`config.mk`:
```
export PLATFORM = sky130hd
export DESIGN_NAME = debug_watchpoint_status
export DESIGN_NICKNAME = d
export VERILOG_FILES = /design/src/pkg/dbg_watch_pkg.sv /design/src/logic/debug_watchpoint_status.sv
export VERILOG_INCLUDE_DIRS = /design/src /design/src/pkg
export SDC_FILE = /design/constraint.sdc
export NUM_CORES = 1
export LEC_CHECK = 0
export BUFFER_PORTS_ARGS = -buffer_cell sky130_fd_sc_hd__buf_2
export CAP_MARGIN = 10
export CORE_ASPECT_RATIO = 0.8
export CORE_MARGIN = 5
export CORE_UTILIZATION = 29
export DETAILED_ROUTE_END_ITERATION = 8
export PLACE_DENSITY_LB_ADDON = 0.25
export SLEW_MARGIN = 20
export SYNTH_ARGS = -nofsm -noshare
export SYNTH_HDL_FRONTEND = slang
export SYNTH_SLANG_ARGS = --single-unit
```
`constraint.sdc`:
```
create_clock -name clk -period 0.9 [get_ports clk]
set_input_delay 0.27 -clock clk [delete_from_list [all_inputs] [get_ports clk]]
set_output_delay 0.27 -clock clk [all_outputs]
set_load 0.05 [all_outputs]
```
`src/pkg/dbg_watch_defines.svh`:
```
`ifndef DBG_WATCH_DEFINES_SVH
`define DBG_WATCH_DEFINES_SVH

// status bit positions
`define STAT_DEBUG_BIT     7
`define STAT_HALT_BIT      6
`define STAT_PROTECT_BIT   5
// control bit positions
`define CTL_WRITE_BIT      7
`define CTL_READ_BIT       6
`define CTL_DMATCH_BIT     5
`define CTL_RSVD_BIT       4
`define CTL_HIGH_MSB       3
// reset values, reserved status bits and acknowledge character
`define CTL_RESET          8'h00
`define ADDR_RESET         8'h00
`define DATA_RESET         8'h00
`define STAT_RESERVED      5'h00
`define STAT_RESET         8'h00
`define ACK_CHAR           8'hff

`endif

```
`src/pkg/dbg_watch_pkg.sv`:
```
package dbg_watch_pkg;
  typedef logic [11:0] rf_addr_t;
  typedef logic [7:0]  byte_t;
endpackage

```
`src/logic/debug_watchpoint_status.sv`:
```
`timescale 1ns/1ps
`include "dbg_watch_defines.svh"

// How it works
// - status bit 7 shows debug mode
// - status bit 6 shows processor halted
// - status bit 5 reports read protection
// - status bits 4..0 zero, register read-only
// - write-break enable breaks on watched writes
// - read-break enable breaks on watched reads
// - enables refuse setting under read protection
// - data-match requires data equal match value
// - data-match needs read or write enable
// - watched address is control[3:0] plus low
// - a break pulses debug_break; the debugger sets its mode bit
// - acknowledge character sent when enabled
// - watch write outside debug clears control
module debug_watchpoint_status
  import dbg_watch_pkg::*;
(
  input  wire logic  clk,
  input  wire logic  rst_n,
  input  wire logic  cpu_halted,
  input  wire logic  read_protect_flag,
  input  wire logic  debug_entry_control,
  input  wire logic  break_acknowledge_enable,
  input  wire logic  watch_write,
  input  wire byte_t wr_control,
  input  wire byte_t wr_low_address,
  input  wire byte_t wr_match_value,
  input  wire logic  rf_valid,
  input  wire logic  rf_write,
  input  wire rf_addr_t rf_addr,
  input  wire byte_t rf_data,
  output byte_t      debugger_state_flags,
  output byte_t      watch_control_and_high_address,
  output byte_t      watch_low_address,
  output byte_t      watch_match_value,
  output logic       debug_break,
  output logic       ack_send,
  output byte_t      ack_char
);

  // ----------------------------------------
  // read protection
  // ----------------------------------------
  logic  protect_on;

  // option is stored active low: zero means protected
  assign protect_on = ~read_protect_flag;

  // ----------------------------------------
  // watch write command
  // ----------------------------------------
  logic  cmd_accept;
  logic  cmd_reject;

  // refused outside debug mode or under protection
  assign cmd_reject = watch_write && (!debug_entry_control || protect_on);
  assign cmd_accept = watch_write && !cmd_reject;

  // ----------------------------------------
  // control register
  // ----------------------------------------
  byte_t ctl_r;
  byte_t ctl_nxt;

  always_comb
  begin
    ctl_nxt = ctl_r;
    if (cmd_reject)
    begin
      ctl_nxt = `CTL_RESET;
    end
    else if (cmd_accept)
    begin
      ctl_nxt = wr_control;
      // bit 4 kept as written; host must send zero
      ctl_nxt[`CTL_RSVD_BIT] = wr_control[`CTL_RSVD_BIT];
    end
    // protection also drops enables set before it came on
    if (protect_on)
    begin
      ctl_nxt[`CTL_WRITE_BIT]  = 1'b0;
      ctl_nxt[`CTL_READ_BIT]   = 1'b0;
      ctl_nxt[`CTL_DMATCH_BIT] = 1'b0;
    end
  end

  always_ff @(posedge clk or negedge rst_n)
  begin
    if (!rst_n)
    begin
      ctl_r <= `CTL_RESET;
    end
    else
    begin
      ctl_r <= ctl_nxt;
    end
  end

  assign watch_control_and_high_address = ctl_r;

  // ----------------------------------------
  // low address register
  // ----------------------------------------
  byte_t addr_r;
  byte_t addr_nxt;

  // address and data load even when control is refused
  always_comb
  begin
    addr_nxt = addr_r;
    if (watch_write)
    begin
      addr_nxt = wr_low_address;
    end
  end

  always_ff @(posedge clk or negedge rst_n)
  begin
    if (!rst_n)
    begin
      addr_r <= `ADDR_RESET;
    end
    else
    begin
      addr_r <= addr_nxt;
    end
  end

  assign watch_low_address = addr_r;

  // ----------------------------------------
  // match value register
  // ----------------------------------------
  byte_t data_r;
  byte_t data_nxt;

  always_comb
  begin
    data_nxt = data_r;
    if (watch_write)
    begin
      data_nxt = wr_match_value;
    end
  end

  always_ff @(posedge clk or negedge rst_n)
  begin
    if (!rst_n)
    begin
      data_r <= `DATA_RESET;
    end
    else
    begin
      data_r <= data_nxt;
    end
  end

  assign watch_match_value = data_r;

  // ----------------------------------------
  // control fields
  // ----------------------------------------
  logic       wr_break_en;
  logic       rd_break_en;
  logic       dmatch_en;
  logic [3:0] high_addr;
  rf_addr_t   watched;

  assign wr_break_en = ctl_r[`CTL_WRITE_BIT];
  assign rd_break_en = ctl_r[`CTL_READ_BIT];
  assign dmatch_en   = ctl_r[`CTL_DMATCH_BIT];
  assign high_addr   = ctl_r[`CTL_HIGH_MSB:0];
  assign watched     = {high_addr, addr_r};

  // ----------------------------------------
  // address compare
  // ----------------------------------------
  logic [11:0] addr_eq;
  genvar       ai;

  // bitwise compare; all bits must agree in this cycle
  generate
    for (ai = 0; ai < 12; ai++)
    begin : g_addr_eq
      assign addr_eq[ai] = ~(rf_addr[ai] ^ watched[ai]);
    end
  endgenerate

  // ----------------------------------------
  // data compare
  // ----------------------------------------
  logic [7:0] data_eq;
  genvar      di;

  generate
    for (di = 0; di < 8; di++)
    begin : g_data_eq
      assign data_eq[di] = ~(rf_data[di] ^ data_r[di]);
    end
  endgenerate

  // ----------------------------------------
  // break qualification
  // ----------------------------------------
  logic hit;
  logic dir_ok;
  logic data_ok;
  logic brk_nxt;
  logic brk_r;

  always_comb
  begin
    hit     = rf_valid && (&addr_eq);
    dir_ok  = (rf_write && wr_break_en)
           || (!rf_write && rd_break_en);
    // data match only narrows an already enabled direction
    data_ok = !dmatch_en || (&data_eq);
    brk_nxt = hit && dir_ok && data_ok;
  end

  // registered so the break never glitches on address ripple
  always_ff @(posedge clk or negedge rst_n)
  begin
    if (!rst_n)
    begin
      brk_r <= 1'b0;
    end
    else
    begin
      brk_r <= brk_nxt;
    end
  end

  // ----------------------------------------
  // break and acknowledge outputs
  // ----------------------------------------
  // one-cycle pulse; debugger sets its mode bit from it
  assign debug_break = brk_r;
  assign ack_send    = brk_r && break_acknowledge_enable;
  assign ack_char    = `ACK_CHAR;

  // ----------------------------------------
  // status
  // ----------------------------------------
  logic  stat_debug;
  logic  stat_halt;
  logic  stat_protect;
  byte_t stat_r;
  byte_t stat_nxt;

  assign stat_debug   = debug_entry_control;
  assign stat_halt    = cpu_halted;
  assign stat_protect = protect_on;

  // one cycle behind its sources; host reads are far slower
  always_comb
  begin
    stat_nxt = {stat_debug,
                stat_halt,
                stat_protect,
                `STAT_RESERVED};
  end

  // no write path exists, so the register is read-only
  always_ff @(posedge clk or negedge rst_n)
  begin
    if (!rst_n)
    begin
      stat_r <= `STAT_RESET;
    end
    else
    begin
      stat_r <= stat_nxt;
    end
  end

  assign debugger_state_flags = stat_r;

  // ----------------------------------------
  // notes
  // ----------------------------------------
  // limitation: one watchpoint only; a second needs
  // its own registers and compare loops.
  // trade-off: break is one cycle late, but stays
  // clean for the mode bit that latches it.

endmodule

```
# After elaboration in Yosys (flattened, before gate mapping)
# Cells that the tools add are included.
dict set report word_totals {
  latchBits 0
  rom_bits 0
  register_bits 28
  ramBits 0
  wordCells 69
  inputBits 53
  n_memories 0
}
dict set report op_classes {
  shifts 0
  n_reduce_logical 18
  eq_ne 1
  n_addsub 0
  n_lt_le_gt_ge 0
  multipliers 0
  mux 3
  bitwise 41
  n_div 0
}
# operator count
set ops {}
lappend ops {{$not A1 Y1} 21}
lappend ops {{$xor A1 B1 Y1} 20}
lappend ops {{$mux W8} 2}
lappend ops {{$reduce_and A12 Y1} 1}
lappend ops {{$logic_and A1 B1 Y1} 8}
lappend ops {{$reduce_and A8 Y1} 1}
lappend ops {{$logic_not A1 Y1} 4}
lappend ops {{$logic_or A1 B1 Y1} 3}
lappend ops {{$mux W3} 1}
lappend ops {{$ne A3 B1 Y1 const B} 1}
lappend ops {{$reduce_bool A2 Y1} 1}

# Logic depth before layout (Yosys ltp)
# Gate-level depths: netlist of run 1.
dict set report logic_depth {
  word_depth 8
  ltp_mapped 4
  mapped_depth_nobuf 4
}

# Worst setup path before layout of run 1
# Ideal clock, no wire load.
dict set report synth_timing {
  path_type {register to output}
  startpoint {reg brk_r (netlist: debug_break)}
  endpoint {out ack_send}
  stages_incl_launch_ff 2
  path_slack_ns -0.470
  required_time_ns 0.630
  t_arrival_ns 1.100
  cell_sequence {dfrtp_1 and2_1}
}
dict set report synth_via {
  elab_chain_len 1
}
# item line_no
set synth_rtl {}
lappend synth_rtl {{start: declaration} debug_watchpoint_status.sv:212} ;# logic brk_r;
lappend synth_rtl {{start signal: assignment} debug_watchpoint_status.sv:233} ;# brk_r <= brk_nxt;
lappend synth_rtl {{$logic_and A1 B1 Y1} debug_watchpoint_status.sv:242} ;# assign ack_send = brk_r && break_acknowledge_enable;
lappend synth_rtl {{end: declaration} debug_watchpoint_status.sv:40} ;# output logic ack_send,
# No other way between the ends.

# Worst setup path after layout of run 1
# Ends and elaborated chain as after synthesis.

==> flow_summary.rst, run 1 <==
.. list-table::
   :header-rows: 1

   * - Metric
     - Value
   * - Setup repair after global routing missed its margin
     - true
   * - TritonRoute pass-1 iters
     - 4
   * - Overall Global Routing Usage
     - 13.1%
   * - Area of the die
     - a little over 6000 um2
   * - Final HPWL from detailed placement
     - between 2000 and 3000 um
   * - Run status
     - finished, violations left
   * - Portion of the clock cycle consumed by the worst path in the final layout
     - 139%
   * - Reg area
     - around 730 um2
   * - Die Width
     - slightly below 90 um
   * - Final min period
     - around 1300 ps
   * - Arr. time, crit path
     - a little under 1000 ps
   * - Total Nets Final
     - approximately 280
   * - Wire length reported by the detailed router
     - about 4000 um
   * - CTS tree
     - built
   * - Clock root buffer master
     - clkbuf_8
   * - Routed vias
     - 1,216
   * - Ratio of cells with drive above 1 in the final layout
     - 72.2%
   * - Post-synth top cells
     - dfrtp_1, mux2_2, buf_4, xnor2_1, xor2_1
   * - Number of distinct library cells after synthesis
     - 20
   * - Yosys warnings
     - 0
   * - WL/cell
     - 13.7 um
   * - Area share of the largest cell type after synthesis
     - between 50% and 60%
   * - Global-route wire length before repair
     - approximately 6300 um
   * - Worst-skew pair later-pin latency
     - 280 ps
   * - Number of antenna violations at the first check in global routing
     - 0
   * - Global placer's final weighted congestion
     - around 0.73
   * - Area of the multi-input gates
     - between 600 and 700 um2
   * - Total global routing overflow
     - 0
   * - Final setup slack of the worst path
     - -350 ps
   * - Count of placed standard cells including taps
     - roughly 270
   * - EDFF count, synth
     - 0
   * - Worst Path Class, Setup
     - reg2out
   * - Failing checks
     - negative setup slack
   * - CP required
     - 630 ps
   * - Leakage power summed over all cells
     - ~1.2 nW
   * - Sequential fraction of the synthesis area
     - 51.2%
   * - Max_cap viols
     - 0
   * - Y dimension of the die
     - 71.4 um
   * - Synth area leaders
     - dfrtp_1, mux2_2, buf_4
   * - Routed via count divided by cell count
     - between 4 and 5
   * - Starting density of the core
     - between 20 and 30%
   * - Clock Pin Slew Worst Setup and Hold Paths
     - around 100 ps
   * - WHS
     - ~87 ps
   * - Number of antenna-violating nets in the routed design
     - 0
   * - # clock sinks
     - 28
   * - FP Rows
     - 22
   * - Met3 Track Usage GR
     - ~4.7%
   * - I/O pin count
     - 95
   * - Area growth from synthesis to final layout
     - 83.0%
   * - Met1 track demand over resource
     - about 16%
   * - CP Max Fanout
     - 2
   * - Cell area after synthesis
     - 1370 um2
   * - Core region area
     - around 4600 um2
   * - Final Max Slew Viols
     - 0
   * - Critical path buffer and inverter count
     - 1
   * - Slowest Stage Delay on Critical Path
     - around 420 ps
   * - Slowest cell on the critical path
     - dfrtp_2
   * - Setup crit start kind
     - register
   * - Longest Clk Path Bufs
     - 2
   * - Post-Route Setup TNS
     - -9080 ps
   * - Number of DRC markers after the initial detailed-route iteration
     - 6
   * - Hold Crit Class
     - in2reg
   * - DRC violations left
     - 0
   * - Synth async-reset ratio
     - 100%
   * - Power density over cell area
     - between 1000 and 1500 nW/um2
   * - Avg Synthesized Cell Area
     - 11.6 um2
   * - Top flip-flop cell by instance count after synthesis
     - dfrtp_1
   * - Mapped Cells
     - 118
   * - Number of global-route vias before repair
     - 1,326
   * - Final hold viol count
     - 0
   * - Number of port buffers
     - approximately 80
   * - Highest ir drop seen on vdd
     - 0.817 mV
   * - Highest attainable clock frequency
     - about 800 MHz
   * - Final Non-Filler Cells
     - 290
   * - Fill cell total of the finished layout
     - 400
   * - Routing layer with the top usage in global route
     - met2
   * - Post-synthesis sequential element count
     - 28
   * - Final standard cell area without fillers
     - about 2500 um2
   * - Worst-path cell chain
     - and2_4 -> buf_8
   * - Routing usage on met2
     - 23.1%
   * - ANT cells
     - 0
   * - Kind of cell adding the most delay to the critical path
     - flip-flops
   * - Critical Path End Type
     - primary output
   * - Clk_skew
     - between 8 and 9 ps
   * - Most area-hungry cell type in the Yosys netlist
     - dfrtp_1
   * - Placed instance area
     - a little under 2000 um2
   * - Pin count of the biggest net entering global routing
     - 29
   * - Number of CTS-inserted buffers
     - 3
   * - Leading cell type by number of instances after synthesis
     - dfrtp_1
   * - Number of H-tree levels
     - 1
   * - Number of setup violations in the final report
     - 39
-- logic make-up (layout without fill, tap and decap cells) --
kind of cell	Yosys count	count (layout)	share of synthesized area, %
XOR/XNOR	20	20	12.8
buffers and inverters	22	123	9.88
flip-flops	28	28	51.2
other	2	13	0.549
AND/OR/NAND/NOR	20	20	7.87
multiplexers	17	17	13.9
AO/OA/AOI/OAI	9	9	3.75
-- metal layers --
metal | share of wire [%] | up-vias
li1 | - | 593
met1 | 38 | 563
met2 | 51 | 58
met3 | 10 | 2
met4 | 0.48 | 0
met5 | 0 | -
-- layout make-up --
type	count	area share, %
clock buffer	4	2.20
inverter	6	0.900
multi-input combinational	79	25.4
sequential	28	29.2
tap	60	3.00
timing repair buffer	113	39.3
-- flip-flops by register name, summed over array words and instances (netlist names) --
signal,flops
watch_control_and_high_address,8
debug_break,1
watch_low_address,8
watch_match_value,8
debugger_state_flags,3
-- final timing paths --
kind	end	cells past startpoint	slack, ps	from
min	debugger_state_flags[6]	1	90	cpu_halted
min in group asynchronous	debugger_state_flags[6]	3	450	rst_n
max in group asynchronous	watch_low_address[2]	3	270	rst_n
max reg2reg	debug_break	4	-300	watch_low_address[4]
min reg2reg	watch_low_address[2]	1	560	watch_low_address[2]
max	ack_send	2	-350	debug_break
-- report_power, final --
part	leakage, nW	internal (mW)	switching, mW
Clock	0.0288	0.392	0.406
Combinational	0.847	0.682	0.782
Sequential	0.316	1.37	0.0874
-- repair_timing --
| action | in CTS | in global routing |
|---|---|---|
| setup buffers | 10 | 3 |
| resized for setup | 96 | 13 |
| hold buffers | 1 | 0 |
| setup endpoints to repair | 41 | 43 |
| hold endpoints to repair | 28 | 0 |
| pin swaps | 1 | 2 |
-- cells in the final DEF, fill, tap and decap left out, drive strengths merged, types with 3 or more instances in the layout --
cell type and count:
inv 6, o22ai 5, clkbuf 4, a21oi 3
nand3 3, nand4 3, conb 13, xnor2 11
mux2 16, nand2b 3, xor2 9, dfrtp 28
nand2 6, buf 112
-- per-stage QoR --
stage | worst slack, ps | power (mW) | utilization, %
finish | -350 | 3.72 | 54.8
global route | -387 | 3.91 | 54.8
CTS | -366 | 3.71 | 53.6
detailed placement | -330 | 2.58 | 43.4
global placement | -319 | 2.57 | 43.4
floorplan | -277 | 2.21 | -
Power figures use the tool's default switching activity.
==> run 2, diff against run 1 <==
--- a/config.mk
+++ b/config.mk
@@ -13,6 +13,7 @@
 export CORE_UTILIZATION = 29
 export DETAILED_ROUTE_END_ITERATION = 8
 export PLACE_DENSITY_LB_ADDON = 0.25
+export SETUP_SLACK_MARGIN = 0.3
 export SLEW_MARGIN = 20
 export SYNTH_ARGS = -nofsm -noshare
 export SYNTH_HDL_FRONTEND = slang
==> run 2 against run 1 <==
  * The flow finishes with violations (negative hold slack, negative setup slack)
  * Final area increased by 2.1%
  * Worst setup slack about the same
  * Non-clock buffer count increased by 3
  * Combinational power about the same
  * Via count increased by 0.99%
  * Fmax about the same
  * Largest cell class unchanged
  * Largest power group unchanged
==> flow_summary.rst, run 2 (synthesis results as in run 1) <==
.. list-table::
   :header-rows: 1

   * - Metric
     - Value
   * - Final Max Slew Viols
     - 0
   * - Sequential group share of total power
     - around two fifths
   * - CP required
     - around 630 ps
   * - Total Nets Final
     - between 200 and 300
   * - Number of port buffers
     - a little over 80
   * - Worst Path Class, Setup
     - reg2out
   * - WHS
     - -72.3 ps
   * - Fill cell total of the finished layout
     - a little over 400
   * - Global placer's final weighted congestion
     - about 0.76
   * - Proportion of power drawn by combinational gates
     - 39.2%
   * - Global-route wire length before repair
     - 6000 um
   * - Area of the multi-input gates
     - 632 um2
   * - Most common cell after layout, fill and taps aside
     - buf_2
   * - Setup repair after global routing missed its margin
     - true
   * - Power dissipated by switching net loads
     - 1.23 mW
   * - Starting density of the core
     - between 20% and 30%
   * - Number of H-tree levels
     - 1
   * - Number of DRC markers after the initial detailed-route iteration
     - 26
   * - # clock sinks
     - 28
   * - Y dimension of the die
     - between 70 and 80 um
   * - Final setup slack of the worst path
     - -351 ps
   * - Number of global-route vias before repair
     - 1,301
   * - CTS tree
     - built
   * - Number of antenna-violating nets in the routed design
     - 0
   * - Portion of the clock cycle consumed by the worst path in the final layout
     - 139%
   * - TritonRoute pass-1 iters
     - 2
   * - Setup crit start kind
     - register
   * - Ratio of cells with drive above 1 in the final layout
     - about three quarters
   * - Slowest Stage Delay on Critical Path
     - 430 ps
   * - FP Rows
     - 22
   * - Final min period
     - around 1300 ps
   * - CP Max Fanout
     - 2
   * - Arr. time, crit path
     - between 900 and 1000 ps
   * - Failing checks
     - negative hold slack, negative setup slack
   * - Switching share of power
     - 33.5%
   * - Worst-path cell chain
     - and2_4 -> buf_8
   * - ANT cells
     - 0
   * - Clock Pin Slew Worst Setup and Hold Paths
     - 90 ps
   * - Max_cap viols
     - 0
   * - Pin count of the biggest net entering global routing
     - 29
   * - Number of CTS-inserted buffers
     - 3
   * - Clk_skew
     - 1.63 ps
   * - Run status
     - finished, violations left
   * - Longest Clk Path Bufs
     - 2
   * - Wire length reported by the detailed router
     - 3830 um
   * - Commonest non-fill, non-tap cells in the layout
     - buf_2, buf_6, dfrtp_2
   * - Slowest cell on the critical path
     - dfrtp_2
   * - Overall Global Routing Usage
     - roughly 12%
   * - Clock root buffer master
     - clkbuf_8
   * - Highest ir drop seen on vdd
     - 0.725 mV
   * - Die Width
     - just under 90 um
   * - Total global routing overflow
     - 0
   * - Worst-skew pair later-pin latency
     - between 200 and 300 ps
   * - DRC violations left
     - 0
   * - Number of antenna violations at the first check in global routing
     - 0
   * - WL/cell
     - 13.1 um
   * - Highest attainable clock frequency
     - between 700 and 800 MHz
   * - Reg area
     - roughly 740 um2
   * - Area of the die
     - slightly above 6000 um2
   * - Final standard cell area without fillers
     - between 2000 and 3000 um2
   * - Hold Crit Class
     - in2async
   * - Placed instance area
     - ~2000 um2
   * - Routed via count divided by cell count
     - approximately 4.2
   * - I/O pin count
     - between 90 and 100
   * - Area growth from synthesis to final layout
     - 86.9%
   * - Critical Path End Type
     - primary output
   * - Clk network pwr share
     - a little over a fifth
   * - Power density over cell area
     - 1430 nW/um2
   * - Leakage power summed over all cells
     - ~1.2 nW
   * - Core region area
     - roughly 4600 um2
   * - Routed vias
     - 1,228
   * - Final HPWL from detailed placement
     - between 2000 and 3000 um
   * - Final hold viol count
     - 28
   * - Cell-internal power
     - ~2.4 mW
   * - Number of setup violations in the final report
     - 36
[run 2: final timing paths]
check | from | to | slack (ps) | depth (start not counted)
min reg2reg | watch_control_and_high_address[4] | watch_control_and_high_address[4] | 560 | 2
max in group asynchronous | rst_n | watch_low_address[3] | 800 | 2
min in group clk | cpu_halted | debugger_state_flags[6] | 100 | 1
max | debug_break | ack_send | -350 | 2
max reg2reg | watch_control_and_high_address[2] | debug_break | -320 | 5
min | rst_n | debugger_state_flags[6] | -70 | 2
[run 2: power by group through the flow]
| stage | Combinational [mW] | Sequential (mW) | Clock [mW] |
|---|---|---|---|
| after CTS | 1.36 | 1.46 | 0.802 |
| after global placement | 1.11 | 1.46 | 0 |
| after global routing | 1.52 | 1.48 | 0.843 |
| final | 1.44 | 1.46 | 0.762 |
| after detailed placement | 1.11 | 1.47 | 0 |
| after floorplan | 0.389 | 1.82 | 0 |
[run 2: critical path: cells and delay by family (launching register included)]
kind	cells	cell delay, ps
DFF	1	430
buffers and inverters	1	140
and+or+nand+nor	1	150
[run 2: repair_timing]
| action | CTS | global route |
|---|---|---|
| gates resized for setup | 96 | 22 |
| hold endpoints to repair | 28 | 28 |
| buffers inserted | 4 | 8 |
| endpoints found under the setup margin | 54 | 54 |
| pin swaps | 4 | 4 |
[run 2: layout make-up]
class                   instances  share of cell area (%)
multi-input cells              79                    24.7
well taps                      60                    2.94
inverters                       6                   0.881
flip-flops and latches         28                    28.8
clock buffers                   4                    2.15
repair buffers                116                    40.5
[run 2: metal layers]
layer  vias up  wire, um  track usage (%)  share of wire, %
met4         0        53             2.94               1.4
met5         -         0                0                 0
met1       567      1460             14.6                38
met3         4       411             4.83                11
met2        57      1910             20.8                50
li1        600         -                -                 -
[run 2: stage by stage]
| step | std cells | setup TNS [ps] | setup slack [ps] | util, % | total power [mW] |
|---|---|---|---|---|---|
| 3_5_place_dp | 277 | -3890 | -347 | 44.0 | 2.58 |
| 4_1_cts | 285 | -8860 | -347 | 52.8 | 3.62 |
| 6_report | 293 | -8750 | -351 | 55.9 | 3.66 |
| 2_1_floorplan | 129 | -715 | -277 | - | 2.21 |
| 3_3_place_gp | 277 | -3820 | -372 | 44.0 | 2.57 |
| 5_1_grt | 293 | -10020 | -400 | 55.9 | 3.84 |
==> run 3, diff against run 2 <==
--- a/config.mk
+++ b/config.mk
@@ -10,8 +10,9 @@
 export CAP_MARGIN = 10
 export CORE_ASPECT_RATIO = 0.8
 export CORE_MARGIN = 5
-export CORE_UTILIZATION = 29
+export CORE_UTILIZATION = 35
 export DETAILED_ROUTE_END_ITERATION = 8
+export MAX_ROUTING_LAYER = met4
 export PLACE_DENSITY_LB_ADDON = 0.25
 export SETUP_SLACK_MARGIN = 0.3
 export SLEW_MARGIN = 20
==> constraint.sdc (replaced) <==
create_clock -name clk -period 1.6 [get_ports clk]
set_input_delay 0.48 -clock clk [delete_from_list [all_inputs] [get_ports clk]]
set_output_delay 0.48 -clock clk [all_outputs]
set_load 0.05 [all_outputs]
==> run 3 against run 2 <==
  * The run now ends clean
  * Register-to-register slack better by 650 ps
  * Clock power fell by 50%
  * Combinational power down 52%
  * Non-clock buffer count is 14 lower
  * Highest routed layer unchanged
  * Worst hold slack improved by 170 ps
  * Global-route usage up 1.7 points
  * Critical endpoint unchanged
==> flow_summary.rst, run 3 (synthesis results as in run 1) <==
.. list-table::
   :header-rows: 1

   * - Metric
     - Value
   * - Critical Path End Type
     - primary output
   * - Clk_skew
     - 6.42 ps
   * - Number of antenna violations at the first check in global routing
     - 0
   * - Area of the die
     - ~5300 um2
   * - Total Nets Final
     - between 200 and 300
   * - Longest Clk Path Bufs
     - 2
   * - Final standard cell area without fillers
     - between 2000 and 2500 um2
   * - Pin count of the biggest net entering global routing
     - 33
   * - Max_cap viols
     - 0
   * - Starting density of the core
     - 36.2%
   * - Number of CTS-inserted buffers
     - 3
   * - Highest attainable clock frequency
     - 690 MHz
   * - Hold Crit Class
     - in2async
   * - Sequential group share of total power
     - ~43%
   * - Global placer's final weighted congestion
     - between 0.7 and 0.8
   * - Overall Global Routing Usage
     - 14.0%
   * - TritonRoute pass-1 iters
     - 4
   * - Final min period
     - 1450 ps
   * - Number of port buffers
     - between 80 and 90
   * - # clock sinks
     - 28
   * - Post-Route Setup TNS
     - 0 ps
   * - Die Width
     - between 70 and 80 um
   * - Hold-fix buffer count after cts
     - 0
   * - Post-Place Worst Slack
     - between 150 and 200 ps
   * - Total global routing overflow
     - 0
   * - CP required
     - between 1000 and 1500 ps
   * - Number of global-route vias before repair
     - ~1,200
   * - Arr. time, crit path
     - around 970 ps
   * - Critical R2R Capture
     - debug_break
   * - Routed vias
     - around 1,200
   * - Area growth from synthesis to final layout
     - 60.8%
   * - Reg area
     - between 700 and 800 um2
   * - Run status
     - finished clean
   * - Cell-internal power
     - roughly 1.2 mW
   * - Commonest non-fill, non-tap cells in the layout
     - buf_2, buf_6, dfrtp_1
   * - Final hold viol count
     - 0
   * - Wire length reported by the detailed router
     - between 3000 and 4000 um
   * - Final setup slack of the worst path
     - between 150 and 200 ps
   * - Leakage power summed over all cells
     - 1.09 nW
   * - CP Max Fanout
     - 2
   * - Setup crit start kind
     - register
   * - WL/cell
     - ~13 um
   * - Number of DRC markers after the initial detailed-route iteration
     - 35
   * - Clock root buffer master
     - clkbuf_8
   * - Final Max Slew Viols
     - 0
   * - Clk network pwr share
     - approximately a fifth
   * - WHS
     - about 100 ps
   * - Power dissipated by switching net loads
     - approximately 660 uW
   * - Worst Path Class, Setup
     - reg2out
   * - Y dimension of the die
     - 65.9 um
   * - Total Power
     - about 1.9 mW
   * - Placed instance area
     - ~1800 um2
   * - Reg2Reg Launch Point
     - watch_low_address[6]
   * - CTS tree
     - built
   * - Highest ir drop seen on vdd
     - approximately 0.63 mV
   * - Power density over cell area
     - 859 nW/um2
   * - Most common cell after layout, fill and taps aside
     - buf_2
   * - Core region area
     - around 3800 um2
   * - Logic depth of the worst register-to-register path
     - 4
   * - Number of setup violations in the final report
     - 0
   * - Proportion of power drawn by combinational gates
     - 36.9%
   * - Final HPWL from detailed placement
     - 2540 um
   * - Worst-skew pair later-pin latency
     - 270 ps
   * - Routed via count divided by cell count
     - about 4.2
   * - Setup repair after global routing missed its margin
     - true
   * - Area of the multi-input gates
     - between 500 and 600 um2
   * - FP Rows
     - 20
   * - Clock Pin Slew Worst Setup and Hold Paths
     - about 90 ps
   * - Worst reg-to-reg setup slack
     - ~330 ps
   * - Number of H-tree levels
     - 1
   * - Switching share of power
     - a little over a third
   * - Number of antenna-violating nets in the routed design
     - 0
   * - Ratio of cells with drive above 1 in the final layout
     - a little under three fifths
   * - ANT cells
     - 0
   * - Fill cell total of the finished layout
     - 328
   * - DRC violations left
     - 0
   * - Portion of the clock cycle consumed by the worst path in the final layout
     - around 91%
   * - I/O pin count
     - between 90 and 100
   * - Global-route wire length before repair
     - 5620 um
-- run 3: changes by cell type in the layout (fill, tap and decap cells not counted), sizes merged --
cell and delta:
buf -14
-- run 3: final cells by class --
class / count / area share, %
sequential: 28 / 31.9
clock buffer: 4 / 2.05
inverter: 6 / 1.02
multi-input combinational: 79 / 26.4
timing repair buffer: 102 / 35.5
tap: 55 / 3.13
-- run 3: layer usage --
layer	GRT usage [%]	vias up	routed length, um
li1	-	569	-
met1	16.7	533	1470
met2	24.1	48	1830
met3	3.95	2	250
met4	1.90	0	18
met5	-	-	0
-- run 3: worst max path at each step --
stage                              start           to  slack, ps  cells after the start
global route                 debug_break     ack_send        120                      2
global placement             rf_addr[10]  debug_break        150                      5
finish                       debug_break     ack_send        150                      2
floorplan           watch_low_address[3]  debug_break        310                      3
CTS                          debug_break     ack_send        140                      2
detailed placement           rf_addr[10]  debug_break        180                      5
-- run 3: worst max-delay path: stages, from the launching register on --
cell and delay, ps:
dfrtp_2 410, and2_4 140, buf_8 140
-- run 3: stage by stage --
step | utilization, % | instances
6_report | 58.2 | 274
5_1_grt | 58.2 | 274
4_1_cts | 56.7 | 269
3_5_place_dp | 48.0 | 251
3_3_place_gp | 48.0 | 251
2_1_floorplan | - | 129
-- run 3: what timing repair did --
action                                  4_1_cts  5_1_grt
gates resized for setup                      57        7
endpoints found under the setup margin       29       30
setup buffers                                14        5
pin swaps                                     1        3
-- run 3: power by group through the flow --
stage	clock network [mW]	logic, mW	registers [mW]
2_1_floorplan	0	0.219	1.01
3_3_place_gp	0	0.558	0.820
3_5_place_dp	0	0.561	0.820
4_1_cts	0.404	0.687	0.809
5_1_grt	0.426	0.740	0.817
6_report	0.383	0.697	0.810
